`config.mk`:
```
export PLATFORM = sky130hd
export DESIGN_NAME = ldsd_top
export DESIGN_NICKNAME = d
export VERILOG_FILES = /design/src/core/ldsd_pkg.sv /design/src/core/ldsd_top.sv
export SDC_FILE = /design/constraint.sdc
export NUM_CORES = 1
export LEC_CHECK = 0
export BUFFER_PORTS_ARGS = -buffer_cell sky130_fd_sc_hd__buf_2
export CORE_ASPECT_RATIO = 0.6
export CORE_MARGIN = 3
export CORE_UTILIZATION = 54
export CTS_CLUSTER_SIZE = 24
export DETAILED_ROUTE_END_ITERATION = 16
export GPL_ROUTABILITY_DRIVEN = 0
export PLACE_DENSITY = 0.76
export SLEW_MARGIN = 20
export SYNTH_ARGS = -nofsm -noshare
export SYNTH_HDL_FRONTEND = slang
export SYNTH_SLANG_ARGS = --single-unit
```
`constraint.sdc`:
```
create_clock -name ref_clk -period 2.9 [get_ports ref_clk]
set_input_delay 0 -clock ref_clk [delete_from_list [all_inputs] [get_ports ref_clk]]
set_output_delay 0 -clock ref_clk [all_outputs]
set_load 0.01 [all_outputs]
```
`src/core/ldsd_pkg.sv`:
```
//////////////////////////////////////////////////////////////////////////////
// Purpose: constants for the led decode and scan driver
// Assumes: 100 MHz ref_clk, byte-addressed avalon slave, 32-bit data
// Notes:   segment vectors are {dp,a,b,c,d,e,f,g}, glyphs {a..g}
//////////////////////////////////////////////////////////////////////////////
package ldsd_pkg;
    // bus layout
    localparam int          ADDR_W        = 6;
    localparam int          DATA_W        = 32;
    localparam logic [5:0]  REG_CTRL      = 6'h00;
    localparam logic [5:0]  REG_STATUS    = 6'h04;
    localparam logic [5:0]  REG_DIGIT0    = 6'h20;
    // control word fields
    localparam int          CTRL_BANK_BIT = 3;
    localparam int          CTRL_RUN_BIT  = 4;
    localparam int          CTRL_DEC_BIT  = 5;
    localparam int          CTRL_HEX_BIT  = 6;
    localparam logic [7:0]  CTRL_RESET    = 8'h30;
    // digit word fields and reset contents (blank in code b)
    localparam int          POINT_BIT     = 7;
    localparam logic [7:0]  WORD_RESET    = 8'hff;
    localparam logic [3:0]  NIB_RESET     = 4'hf;
    // status fields
    localparam int          ST_RUN_BIT    = 0;
    localparam int          ST_GAP_BIT    = 1;
    localparam int          ST_DIG_LSB    = 4;
    localparam int          ST_FMT_LSB    = 8;
    // timing
    localparam int          CLK_NS        = 10;
    localparam int          US_NS         = 1000;
    localparam int          TICK_CYC      = US_NS / CLK_NS;
    localparam int          SLOT_ON_US    = 320;
    localparam int          GAP_US        = 10;
    localparam int          GAP_MIN_US    = 2;
    // scan order: slot n uses digit index bits [3n+2:3n]
    localparam logic [23:0] SCAN_ORDER    = 24'h4efc21;
    // three-level pin codes after external comparators
    localparam logic [1:0]  TRI_HIGH      = 2'h3;
    localparam logic [1:0]  TRI_LOW       = 2'h0;
    // glyph tables
    localparam logic [6:0]  HEX_TABLE [16] = '{
        7'h7e, 7'h30, 7'h6d, 7'h79, 7'h33, 7'h5b, 7'h5f, 7'h70,
        7'h7f, 7'h7b, 7'h77, 7'h1f, 7'h4e, 7'h3d, 7'h4f, 7'h47};
    localparam logic [6:0]  CODEB_TABLE [16] = '{
        7'h7e, 7'h30, 7'h6d, 7'h79, 7'h33, 7'h5b, 7'h5f, 7'h70,
        7'h7f, 7'h7b, 7'h01, 7'h4f, 7'h37, 7'h0e, 7'h67, 7'h00};

    typedef enum logic [1:0] {FMT_HEX, FMT_CODEB, FMT_RAW} ldsd_fmt_type;
    typedef enum logic [1:0] {SC_IDLE, SC_GAP, SC_ON} ldsd_scan_type;
endpackage

```
`src/core/ldsd_top.sv`:
```
//////////////////////////////////////////////////////////////////////////////
// Purpose: decode eight display words and multiplex them onto led drives
// Assumes: avalon-mm slave with one wait cycle per access
// Notes:   all drive outputs are registered; polarity set by COMMON_ANODE
//
// How it works
// - control bits 6..5 pick the display format
// - decoded: bits 3..0 code, bit 7 point
// - hex shows 0-9 then A b C d E F
// - code b shows 0-9, dash E H L P blank
// - raw format maps each bit to one segment
// - raw: one lights segment, zero lights point
// - three-level pin: hex, code b, shutdown
// - shutdown stops scan, all drivers off
// - shutdown still accepts and keeps data
// - control bit 4 low enters shutdown
// - all FF in code b is blank
// - all 80 in raw format is blank
// - each digit on about 320 us
// - gap between digits 10 us, minimum 2
// - gap keeps digits and segments off
// - scan order 2 5 1 7 8 6 4 3
// - each digit gets one eighth duty
// - bit 3 selects bank when decoded
// - decimal point shared by both banks
//////////////////////////////////////////////////////////////////////////////
`timescale 1ns/10ps
module ldsd_top
    import ldsd_pkg::*;
#(
    parameter bit SEQ_ENTRY    = 1'b1,       // 0: random-access variant
    parameter bit COMMON_ANODE = 1'b1,
    parameter int TICK_CYC_P   = TICK_CYC,   // cycles per microsecond
    parameter int SLOT_ON_P    = SLOT_ON_US, // digit on time in us
    parameter int GAP_P        = GAP_US      // blanking gap in us
) (
    input  wire logic                ref_clk,
    input  wire logic                rstn,
    input  wire logic [ADDR_W-1:0]   avs_address,
    input  wire logic                avs_read,
    input  wire logic                avs_write,
    input  wire logic [DATA_W-1:0]   avs_writedata,
    input  wire logic [3:0]          avs_byteenable,
    output logic      [DATA_W-1:0]   avs_readdata,
    output logic                     avs_waitrequest,
    input  wire logic [1:0]          tri_level_format_select,
    output logic      [7:0]          digit_drv,
    output logic      [7:0]          seg_drv
);

    localparam int         ON_CYC      = SLOT_ON_P * TICK_CYC_P;
    localparam int         GAP_MIN_CYC = GAP_MIN_US * TICK_CYC_P;
    localparam logic [7:0] DIG_INV     = COMMON_ANODE ? 8'h00 : 8'hff;
    localparam logic [7:0] SEG_INV     = COMMON_ANODE ? 8'hff : 8'h00;

    logic [7:0]    ctrl_r;
    logic [7:0]    raw_a_r [8];   // bank a nibble, raw bits and point
    logic [3:0]    raw_b_r [8];   // bank b nibble
    logic [1:0]    tri_s1_r;
    logic [1:0]    tri_s2_r;
    logic          waitreq_r;
    logic [31:0]   rdata_r;
    logic [31:0]   tick_cnt_r;
    logic [31:0]   us_cnt_r;
    logic [2:0]    pos_r;
    ldsd_scan_type scan_r;
    logic [7:0]    digit_r;
    logic [7:0]    seg_r;
    logic          run;
    ldsd_fmt_type  fmt;
    logic          bank_sel;
    logic          tick;
    logic          take;
    logic          wr_ok;
    logic          is_digit;
    logic [2:0]    wr_idx;
    logic [2:0]    cur_dig;
    logic [7:0]    cur_word;
    logic [3:0]    cur_nib;
    logic [7:0]    seg_on;
    logic [31:0]   rd_val;

    //////////////////////////////////////////////////////////////////////////
    // three-level pin synchroniser
    always_ff @(posedge ref_clk) begin
        if (!rstn) begin
            tri_s1_r <= 2'h0;
            tri_s2_r <= 2'h0;
        end else begin
            tri_s1_r <= tri_level_format_select;
            tri_s2_r <= tri_s1_r;
        end
    end

    //////////////////////////////////////////////////////////////////////////
    // effective format, shutdown and bank
    always_comb begin
        if (SEQ_ENTRY) begin
            run = ctrl_r[CTRL_RUN_BIT];
            if (!ctrl_r[CTRL_DEC_BIT]) begin
                fmt = FMT_RAW;
            end else if (ctrl_r[CTRL_HEX_BIT]) begin
                fmt = FMT_HEX;
            end else begin
                fmt = FMT_CODEB;
            end
        end else begin
            run = (tri_s2_r != TRI_LOW);
            fmt = (tri_s2_r == TRI_HIGH) ? FMT_HEX : FMT_CODEB;
        end
        bank_sel = SEQ_ENTRY && (fmt != FMT_RAW) && ctrl_r[CTRL_BANK_BIT];
    end

    //////////////////////////////////////////////////////////////////////////
    // bus decode: a request completes in the cycle waitrequest is low
    assign take     = (avs_read || avs_write) && !waitreq_r;
    assign wr_ok    = take && avs_write && avs_byteenable[0];
    assign is_digit = avs_address[5] && (avs_address[1:0] == 2'h0);
    assign wr_idx   = avs_address[4:2];

    always_ff @(posedge ref_clk) begin
        if (!rstn) begin
            waitreq_r <= 1'b1;
        end else begin
            waitreq_r <= !((avs_read || avs_write) && waitreq_r);
        end
    end

    // control register
    always_ff @(posedge ref_clk) begin
        if (!rstn) begin
            ctrl_r <= CTRL_RESET;
        end else if (wr_ok && SEQ_ENTRY && avs_address == REG_CTRL) begin
            ctrl_r <= avs_writedata[7:0];
        end
    end

    //////////////////////////////////////////////////////////////////////////
    // display memory, written in any scan state
    // writes kept in shutdown
    always_ff @(posedge ref_clk) begin
        if (!rstn) begin
            for (int i = 0; i < 8; i++) begin
                raw_a_r[i] <= WORD_RESET;
                raw_b_r[i] <= NIB_RESET;
            end
        end else if (wr_ok && is_digit) begin
            if (fmt == FMT_RAW) begin
                raw_a_r[wr_idx] <= avs_writedata[7:0];
            end else begin
                raw_a_r[wr_idx][POINT_BIT] <= avs_writedata[POINT_BIT];
                if (bank_sel) begin
                    raw_b_r[wr_idx] <= avs_writedata[3:0];
                end else begin
                    raw_a_r[wr_idx][3:0] <= avs_writedata[3:0];
                end
            end
        end
    end

    //////////////////////////////////////////////////////////////////////////
    // read data, loaded while the request waits
    always_comb begin
        rd_val = 32'h0;
        if (avs_address == REG_CTRL) begin
            rd_val[7:0] = ctrl_r;
        end else if (avs_address == REG_STATUS) begin
            rd_val[ST_RUN_BIT]         = (scan_r != SC_IDLE);
            rd_val[ST_GAP_BIT]         = (scan_r == SC_GAP);
            rd_val[ST_DIG_LSB +: 3]    = cur_dig;
            rd_val[ST_FMT_LSB +: 2]    = fmt;
        end else if (is_digit) begin
            if (fmt == FMT_RAW) begin
                rd_val[7:0] = raw_a_r[wr_idx];
            end else begin
                rd_val[POINT_BIT] = raw_a_r[wr_idx][POINT_BIT];
                rd_val[3:0] = bank_sel ? raw_b_r[wr_idx]
                                       : raw_a_r[wr_idx][3:0];
            end
        end
    end

    always_ff @(posedge ref_clk) begin
        if (!rstn) begin
            rdata_r <= 32'h0;
        end else if (avs_read && waitreq_r) begin
            rdata_r <= rd_val;
        end
    end

    //////////////////////////////////////////////////////////////////////////
    // microsecond tick; the divider stops in shutdown
    // oscillator halted
    assign tick = (tick_cnt_r == TICK_CYC_P - 1);

    always_ff @(posedge ref_clk) begin
        if (!rstn || !run || tick) begin
            tick_cnt_r <= 32'h0;
        end else begin
            tick_cnt_r <= tick_cnt_r + 32'h1;
        end
    end

    //////////////////////////////////////////////////////////////////////////
    // scan sequencer: gap, then on time, then next slot
    always_ff @(posedge ref_clk) begin
        if (!rstn) begin
            scan_r   <= SC_IDLE;
            us_cnt_r <= 32'h0;
            pos_r    <= 3'h0;
        end else if (!run) begin
            scan_r   <= SC_IDLE;
            us_cnt_r <= 32'h0;
        end else begin
            unique case (scan_r)
                SC_IDLE: begin
                    scan_r   <= SC_GAP;
                    us_cnt_r <= 32'h0;
                end
                SC_GAP: begin
                    if (tick) begin
                        if (us_cnt_r == GAP_P - 1) begin
                            scan_r   <= SC_ON;
                            us_cnt_r <= 32'h0;
                        end else begin
                            us_cnt_r <= us_cnt_r + 32'h1;
                        end
                    end
                end
                SC_ON: begin
                    if (tick) begin
                        if (us_cnt_r == SLOT_ON_P - 1) begin
                            scan_r   <= SC_GAP;
                            us_cnt_r <= 32'h0;
                            pos_r    <= pos_r + 3'h1;
                        end else begin
                            us_cnt_r <= us_cnt_r + 32'h1;
                        end
                    end
                end
            endcase
        end
    end

    //////////////////////////////////////////////////////////////////////////
    // slot decode
    // fixed scan order table
    assign cur_dig  = SCAN_ORDER[pos_r * 3 +: 3];
    assign cur_word = raw_a_r[cur_dig];
    assign cur_nib  = bank_sel ? raw_b_r[cur_dig] : cur_word[3:0];

    always_comb begin
        unique case (fmt)
            FMT_RAW:  seg_on = {~cur_word[7], cur_word[6], cur_word[5],
                                cur_word[4], cur_word[0], cur_word[3],
                                cur_word[1], cur_word[2]};
            FMT_HEX:  seg_on = {~cur_word[POINT_BIT], HEX_TABLE[cur_nib]};
            default:  seg_on = {~cur_word[POINT_BIT], CODEB_TABLE[cur_nib]};
        endcase
    end

    //////////////////////////////////////////////////////////////////////////
    // registered drives; off outside the on time
    // gap forces all off
    always_ff @(posedge ref_clk) begin
        if (!rstn || scan_r != SC_ON) begin
            digit_r <= DIG_INV;
            seg_r   <= SEG_INV;
        end else begin
            digit_r <= (8'h01 << cur_dig) ^ DIG_INV;
            seg_r   <= seg_on ^ SEG_INV;
        end
    end

    assign digit_drv       = digit_r;
    assign seg_drv         = seg_r;
    assign avs_readdata    = rdata_r;
    assign avs_waitrequest = waitreq_r;

    //////////////////////////////////////////////////////////////////////////
    // checks
    logic [31:0] on_len_r;
    logic [31:0] gap_len_r;

    always_ff @(posedge ref_clk) begin
        if (!rstn) begin
            on_len_r  <= 32'h0;
            gap_len_r <= 32'h0;
        end else begin
            on_len_r  <= (scan_r == SC_ON) ? on_len_r + 32'h1 : 32'h0;
            gap_len_r <= (scan_r == SC_GAP) ? gap_len_r + 32'h1 : 32'h0;
        end
    end
endmodule // ldsd_top

```
======== After elaboration in Yosys (flattened, before gate mapping) ========
Memory sizes are Yosys's and may differ from the RTL's.
Index checks and enable logic that the tools add are counted.
operators by class
  $add $sub $neg .......................... 3
  multipliers ............................. 1
  $lt $le $gt $ge ......................... 1
  equality and inequality tests ........... 13
  shift operators ......................... 2
  multiplexer cells ....................... 56
  bitwise gates (word level) .............. 5
  reduce and logical (&&, ||, !) cells .... 28
operator list
  kind                       count
  $mux W32                   4
  $pmux W32 S3               1
  $add A32 B1 Y32 const B    2
  $eq A32 B4 Y1 const B      1
  $eq A32 B7 Y1 const B      1
  $eq A32 B9 Y1 const B      1
  $mux W7                    4
  $mux W8                    3
  $shiftx A24 B6 Y3 const A  1
  $mux W1                    23
  $mux W4                    5
  $mux W2                    9
  $mux W3                    5
  $pmux W7 S2                1
  $ne A2 B2 Y1 const B       5
  $logic_and A1 B1 Y1        9
  $not A8 Y8                 1
  $reduce_and A4 Y1          2
  $reduce_or A8 Y1           1
  $shl A1 B3 Y8 const A      1
  $eq A6 B3 Y1 const B       1
  $logic_not A2 Y1           3
  $logic_not A6 Y1           1
  $pmux W2 S3                1
  other kinds (14)           23
word-level totals
  register bits after elaboration ......... 104
  bits in writable memories ............... 96
  bits in read-only memories .............. 224
  bits of input ports ..................... 48
  output and inout bits ................... 49
  word-level logic and storage cells ...... 122
  memories kept ........................... 4
memories
  memory           depth  bits a word  read ports  clocked after memory_dff  write ports  RTL line         RTL
  (no name shown)  16     7            1           0                         0            ldsd_top.sv:258  default: seg_on = {~cur_word[POINT_BIT], CODEB_TABLE[cur_nib]};
  (no name shown)  16     7            1           0                         0            ldsd_top.sv:257  FMT_HEX: seg_on = {~cur_word[POINT_BIT], HEX_TABLE[cur_nib]};
  raw_a_r          8      8            2           0                         8            ldsd_top.sv:57   logic [7:0] raw_a_r [8];
  raw_b_r          8      4            2           0                         8            ldsd_top.sv:58   logic [3:0] raw_b_r [8];

======== Longest topological paths before layout ========
  depth after elaboration ................. 12
  depth in mapped cells ................... 17
  depth with buffers taken out ............ 14

======== Least setup slack after synthesis ========
OpenSTA, ideal clock, no wires.
  path kind ............................... register to register
  start point ............................. register pos_r[0]
  end point ............................... register seg_r[6], in the netlist seg_drv[6]
  library setup time ...................... 0.124 ns
  data arrival time ....................... 2.924 ns
  path slack .............................. -0.148 ns
  cell stages (with the launch flop) ...... 17
  path buffers ............................ 3
  period minus slack after synthesis ...... 3.048 ns
  path through ............................ dfxtp_1 -> buf_4 -> inv_1 -> ha_1 -> buf_6 -> nor2_4 -> nor2_4 -> buf_6 -> a21oi_1 -> o21ai_1 -> o22ai_1 -> inv_1 -> ha_1 -> a21boi_0 -> a2111o_1 -> a41oi_1 -> o31ai_1
between the ends
  longest elaborated chain between the ends .. 10
RTL lines
  element                                         RTL line                          RTL
  from (decl)                                     ldsd_top.sv:65                    logic [2:0] pos_r;
  from (signal assigned)                          ldsd_top.sv:235                   pos_r <= pos_r + 3'h1;
  $mul A3 B2 Y5 *                                 ldsd_top.sv:248                   assign cur_dig = SCAN_ORDER[pos_r * 3 +: 3];
  $shiftx A24 B6 Y3 *                             ldsd_top.sv:248
  $mem_v2 Z8 W8 or $mem_v2 Z8 W4 (tied branches)  n/a
  $mux W4                                         ldsd_top.sv:250                   assign cur_nib = bank_sel ? raw_b_r[cur_dig] : cur_word[3:0];
  $not A4 Y5 (implied by the code)                ldsd_top.sv:257, ldsd_top.sv:258
  $mem_v2 Z16 W7 (on tied branches)               n/a
  $mux W7 (on tied branches) (2 in series)        ldsd_top.sv:258, ldsd_top.sv:257
  $pmux W7 S2 *                                   ldsd_top.sv:253                   unique case (fmt)
  $not A8 Y8 (no source line) *                   n/a
  to (signal assigned)                            ldsd_top.sv:271                   seg_r <= seg_on ^ SEG_INV;
  to (decl)                                       ldsd_top.sv:68                    logic [7:0] seg_r;
Mark *: on every way between the ends. The rest lies on a longest branch, timed or not. The select of a mux whose other input is x is not followed.
A chain may end at the register's enable or synchronous reset.

======== Final worst setup path ========
  start point ............................. register pos_r[1]
  end point ............................... register seg_r[6], in the netlist seg_drv[6]
Same word-level chain as after synthesis.

==> flow_summary.ini <==
[finish]
syn_to_final_growth_pct = 17.52
finish.instance_area_sq_um = 12390
drive_gt1_share_pct = 21.07
n_antenna_cell = 0
nets = 1240

[timing]
timing.final.crit_period_ps = 2938
worst_pin_slew_ps = 854.5
tns_ps = -40.33
finalHoldViolations = 0
finalSetupViolCount = 2
timing.final.crit_share_pct = 101.3
maxSlewHeadroom_pct = 42.82
fin_skew_ps = 15.93
maxSlewViolCount = 0
fmax_ghz = 0.3403
rsz0062_at_grt = true
fin_ws_ps = -38.40

[flow_run]
cap_violations = 0

[die]
die_w_um = 186.4
fp.dieH_um = 114.2
initial_utilization_pct = 56.71
io_pins = 97
dieArea_sq_um = 21290
num_rows = 38
coreArea_sq_um = 18590

[yosys]
synth_top_area_cell = edfxtp_1
syn_avg_cell_area_sq_um = 9.762
async_flop_share_pct = 0
synthTopCellsByArea = edfxtp_1, dfxtp_1, nand2_1, mux4_2, nor2_1
synth-edff-count = 96
synth_most_common_cell = nand2_1
ys_ff_latch = 200
syn_area_sq_um = 10540
synth_top_area_share_pct = 27.34
ys_top_cells_by_count = nand2_1, nor2_1, dfxtp_1
yosysSeqAreaShare_pct = 47.09
netlist_instances = 1080
ys_types = 76
synth_warnings = 0
ys.flop_type = dfxtp_1

[routing]
via_count = 8732
drc = 0
avgViaCountPerCell = 6.018
route.antenna.remaining_nets = 0
drtIter0Drc = 1319
drt_wl_total_mm = 29.13
dr.pass1.iters = 6
wl_per_cell_um = 20.08

[grt]
antenna_found_initial = 0
grt_pass1_wl_mm = 45.01
grt_use_total_pct = 27.39
grt_pass1_vias = 7987
grt_start_max_net_pins = 33
gr-total-overflow = 0

[placed_design]
post-dp-hpwl_mm = 21.02
io_buffers = 45
placed_area_sq_um = 11250

[clock_network]
htreeDepth = 4
cts_buffers = 17
clock-sinks = 200
clock_latency_ps = 450
cts_root_buffer = clkbuf_16
cts_tree = yes
cts_buffer_depth = 2
path_clk_slew_ps = 90

[critical_path]
required_ps = 3220
cp_max_fo = 8
cpLargestDelayFamily = compound AO/OA/AOI/OAI gates
cp-start-kind = flop
slowest_stage = a2111o_1
end_kind = flop
crit_arrival_ps = 3260
path_cells = buf_6 -> mux2_4 -> buf_12 -> mux2i_1 -> o22ai_1 -> o21ai_2 -> o22ai_2 -> inv_2 -> ha_4 -> a21boi_1 -> a2111o_1 -> a41oi_2 -> o31ai_1
crit_type = reg2reg
slowest_delay_ps = 390
cp_num_buf_inv = 3

[outcome]
status = complete, but fails checks
violations = negative setup slack

[min_path]
hold_class = in2reg

[power_and_ir_drop]
powerDensity_nw_per_um2 = 487.5
leakagePower_nw = 4.215
vdd_drop_max_mv = 0.4360
-- tightest hold or removal path: stages --
cell	delay, ps
buf_2	130
buf_4	220
o21ai_0	100
a21oi_1	50
-- timing repair --
action | 4_1_cts | 5_1_grt
buffers inserted | 3 | 5
pin swaps | 4 | 17
hold buffers | 14 | 0
endpoints found under the setup margin | 5 | 18
gates resized for setup | 9 | 59
endpoints found under the hold margin | 31 | 0
cloned | 0 | 2
-- state kept, by name, indices dropped and copies added, names as in the netlist --
| name | flops |
|---|---|
| avs_waitrequest | 1 |
| avs_readdata | 10 |
| scan_r | 2 |
| seg_drv | 8 |
| raw_b_r | 32 |
| us_cnt_r | 32 |
| raw_a_r | 64 |
| tick_cnt_r | 32 |
| ctrl_r | 8 |
| pos_r | 3 |
| digit_drv | 8 |
-- worst paths after layout --
kind	startpoint	to	slack [ps]	cells after the start
max	pos_r[1]	seg_drv[6]	-40	13
min	rstn	avs_readdata[0]	90	4
max reg2reg	pos_r[1]	seg_drv[6]	-40	13
min reg2reg	avs_readdata[8]	avs_readdata[8]	470	2
-- where the power goes --
| part | switching [mW] | internal, mW | leakage, nW |
|---|---|---|---|
| combinational | 0.351 | 0.197 | 2.42 |
| sequential | 0.0323 | 2.98 | 1.50 |
| clock | 1.27 | 1.21 | 0.304 |
-- kinds of logic (layout without fill, tap and decap cells) --
family                   Yosys count  after routing  synth area share, %
multiplexers                      73             73                10.68
other                              1             22              0.03557
buffers and inverters            104            193                5.602
flip-flops                       200            200                47.09
XOR/XNOR                          59             59                4.901
AO/OA/AOI/OAI                    123            124                7.667
AND/OR/NAND/NOR                  506            506                22.36
adder cells (fa/ha/maj)           14             14                1.662
-- placed cells by master (no fill, tap or decap), drive strengths merged, types with 3 or more instances in the layout --
master / count
nand2: 203
buf: 125
nor2: 118
dfxtp: 104
edfxtp: 96
nand3: 48
o21ai: 43
mux2i: 40
xor2: 35
inv: 34
mux4: 30
a21oi: 26
xnor2: 24
conb: 22
nor3: 21
clkbuf: 18
nand4: 18
nor4: 18
nor2b: 15
dlygate4sd3: 14
ha: 14
and2: 12
or3: 11
and3: 11
nand2b: 8
a221oi: 8
a211oi: 8
and4: 6
a311oi: 5
a31oi: 4
nor3b: 4
or2: 4
o31ai: 4
mux2: 3
a22oi: 3
nor4b: 3
o221ai: 3
o22ai: 3
-- layer usage --
layer | vias up | track usage [%] | part of all wire (%)
li1 | 3994 | - | -
met1 | 4088 | 40.11 | 43
met2 | 600 | 35.62 | 39
met3 | 50 | 13.58 | 17
met4 | 0 | 6.995 | 1.8
met5 | - | 0 | 0
-- through the flow --
step / utilization [%] / setup WS, ps / hold WS [ps] / power (mW) / instances
2_1_floorplan: - / -0.2907 / 115.9 / 3.449 / 1101
6_report: 66.64 / -38.40 / 92.57 / 6.040 / 1451
4_1_cts: 64.88 / 1.507 / 71.21 / 6.056 / 1444
3_3_place_gp: 60.53 / -68.85 / 222.1 / 3.592 / 1395
3_5_place_dp: 60.53 / -141.7 / 226.1 / 3.603 / 1395
5_1_grt: 66.64 / -95.87 / 92.14 / 6.261 / 1451
-- cell type report --
| type | count | area [sq um] |
|---|---|---|
| fill | 1401 | 6201 |
| sequential | 200 | 4972 |
| timing repair buffer | 140 | 1059 |
| clock buffer | 17 | 425.4 |
| inverter | 21 | 78.83 |
| multi-input combinational | 798 | 5335 |
| tap | 260 | 325.3 |
| clock inverter | 15 | 193.9 |
Note: power is estimated with default switching activity, not from simulation.
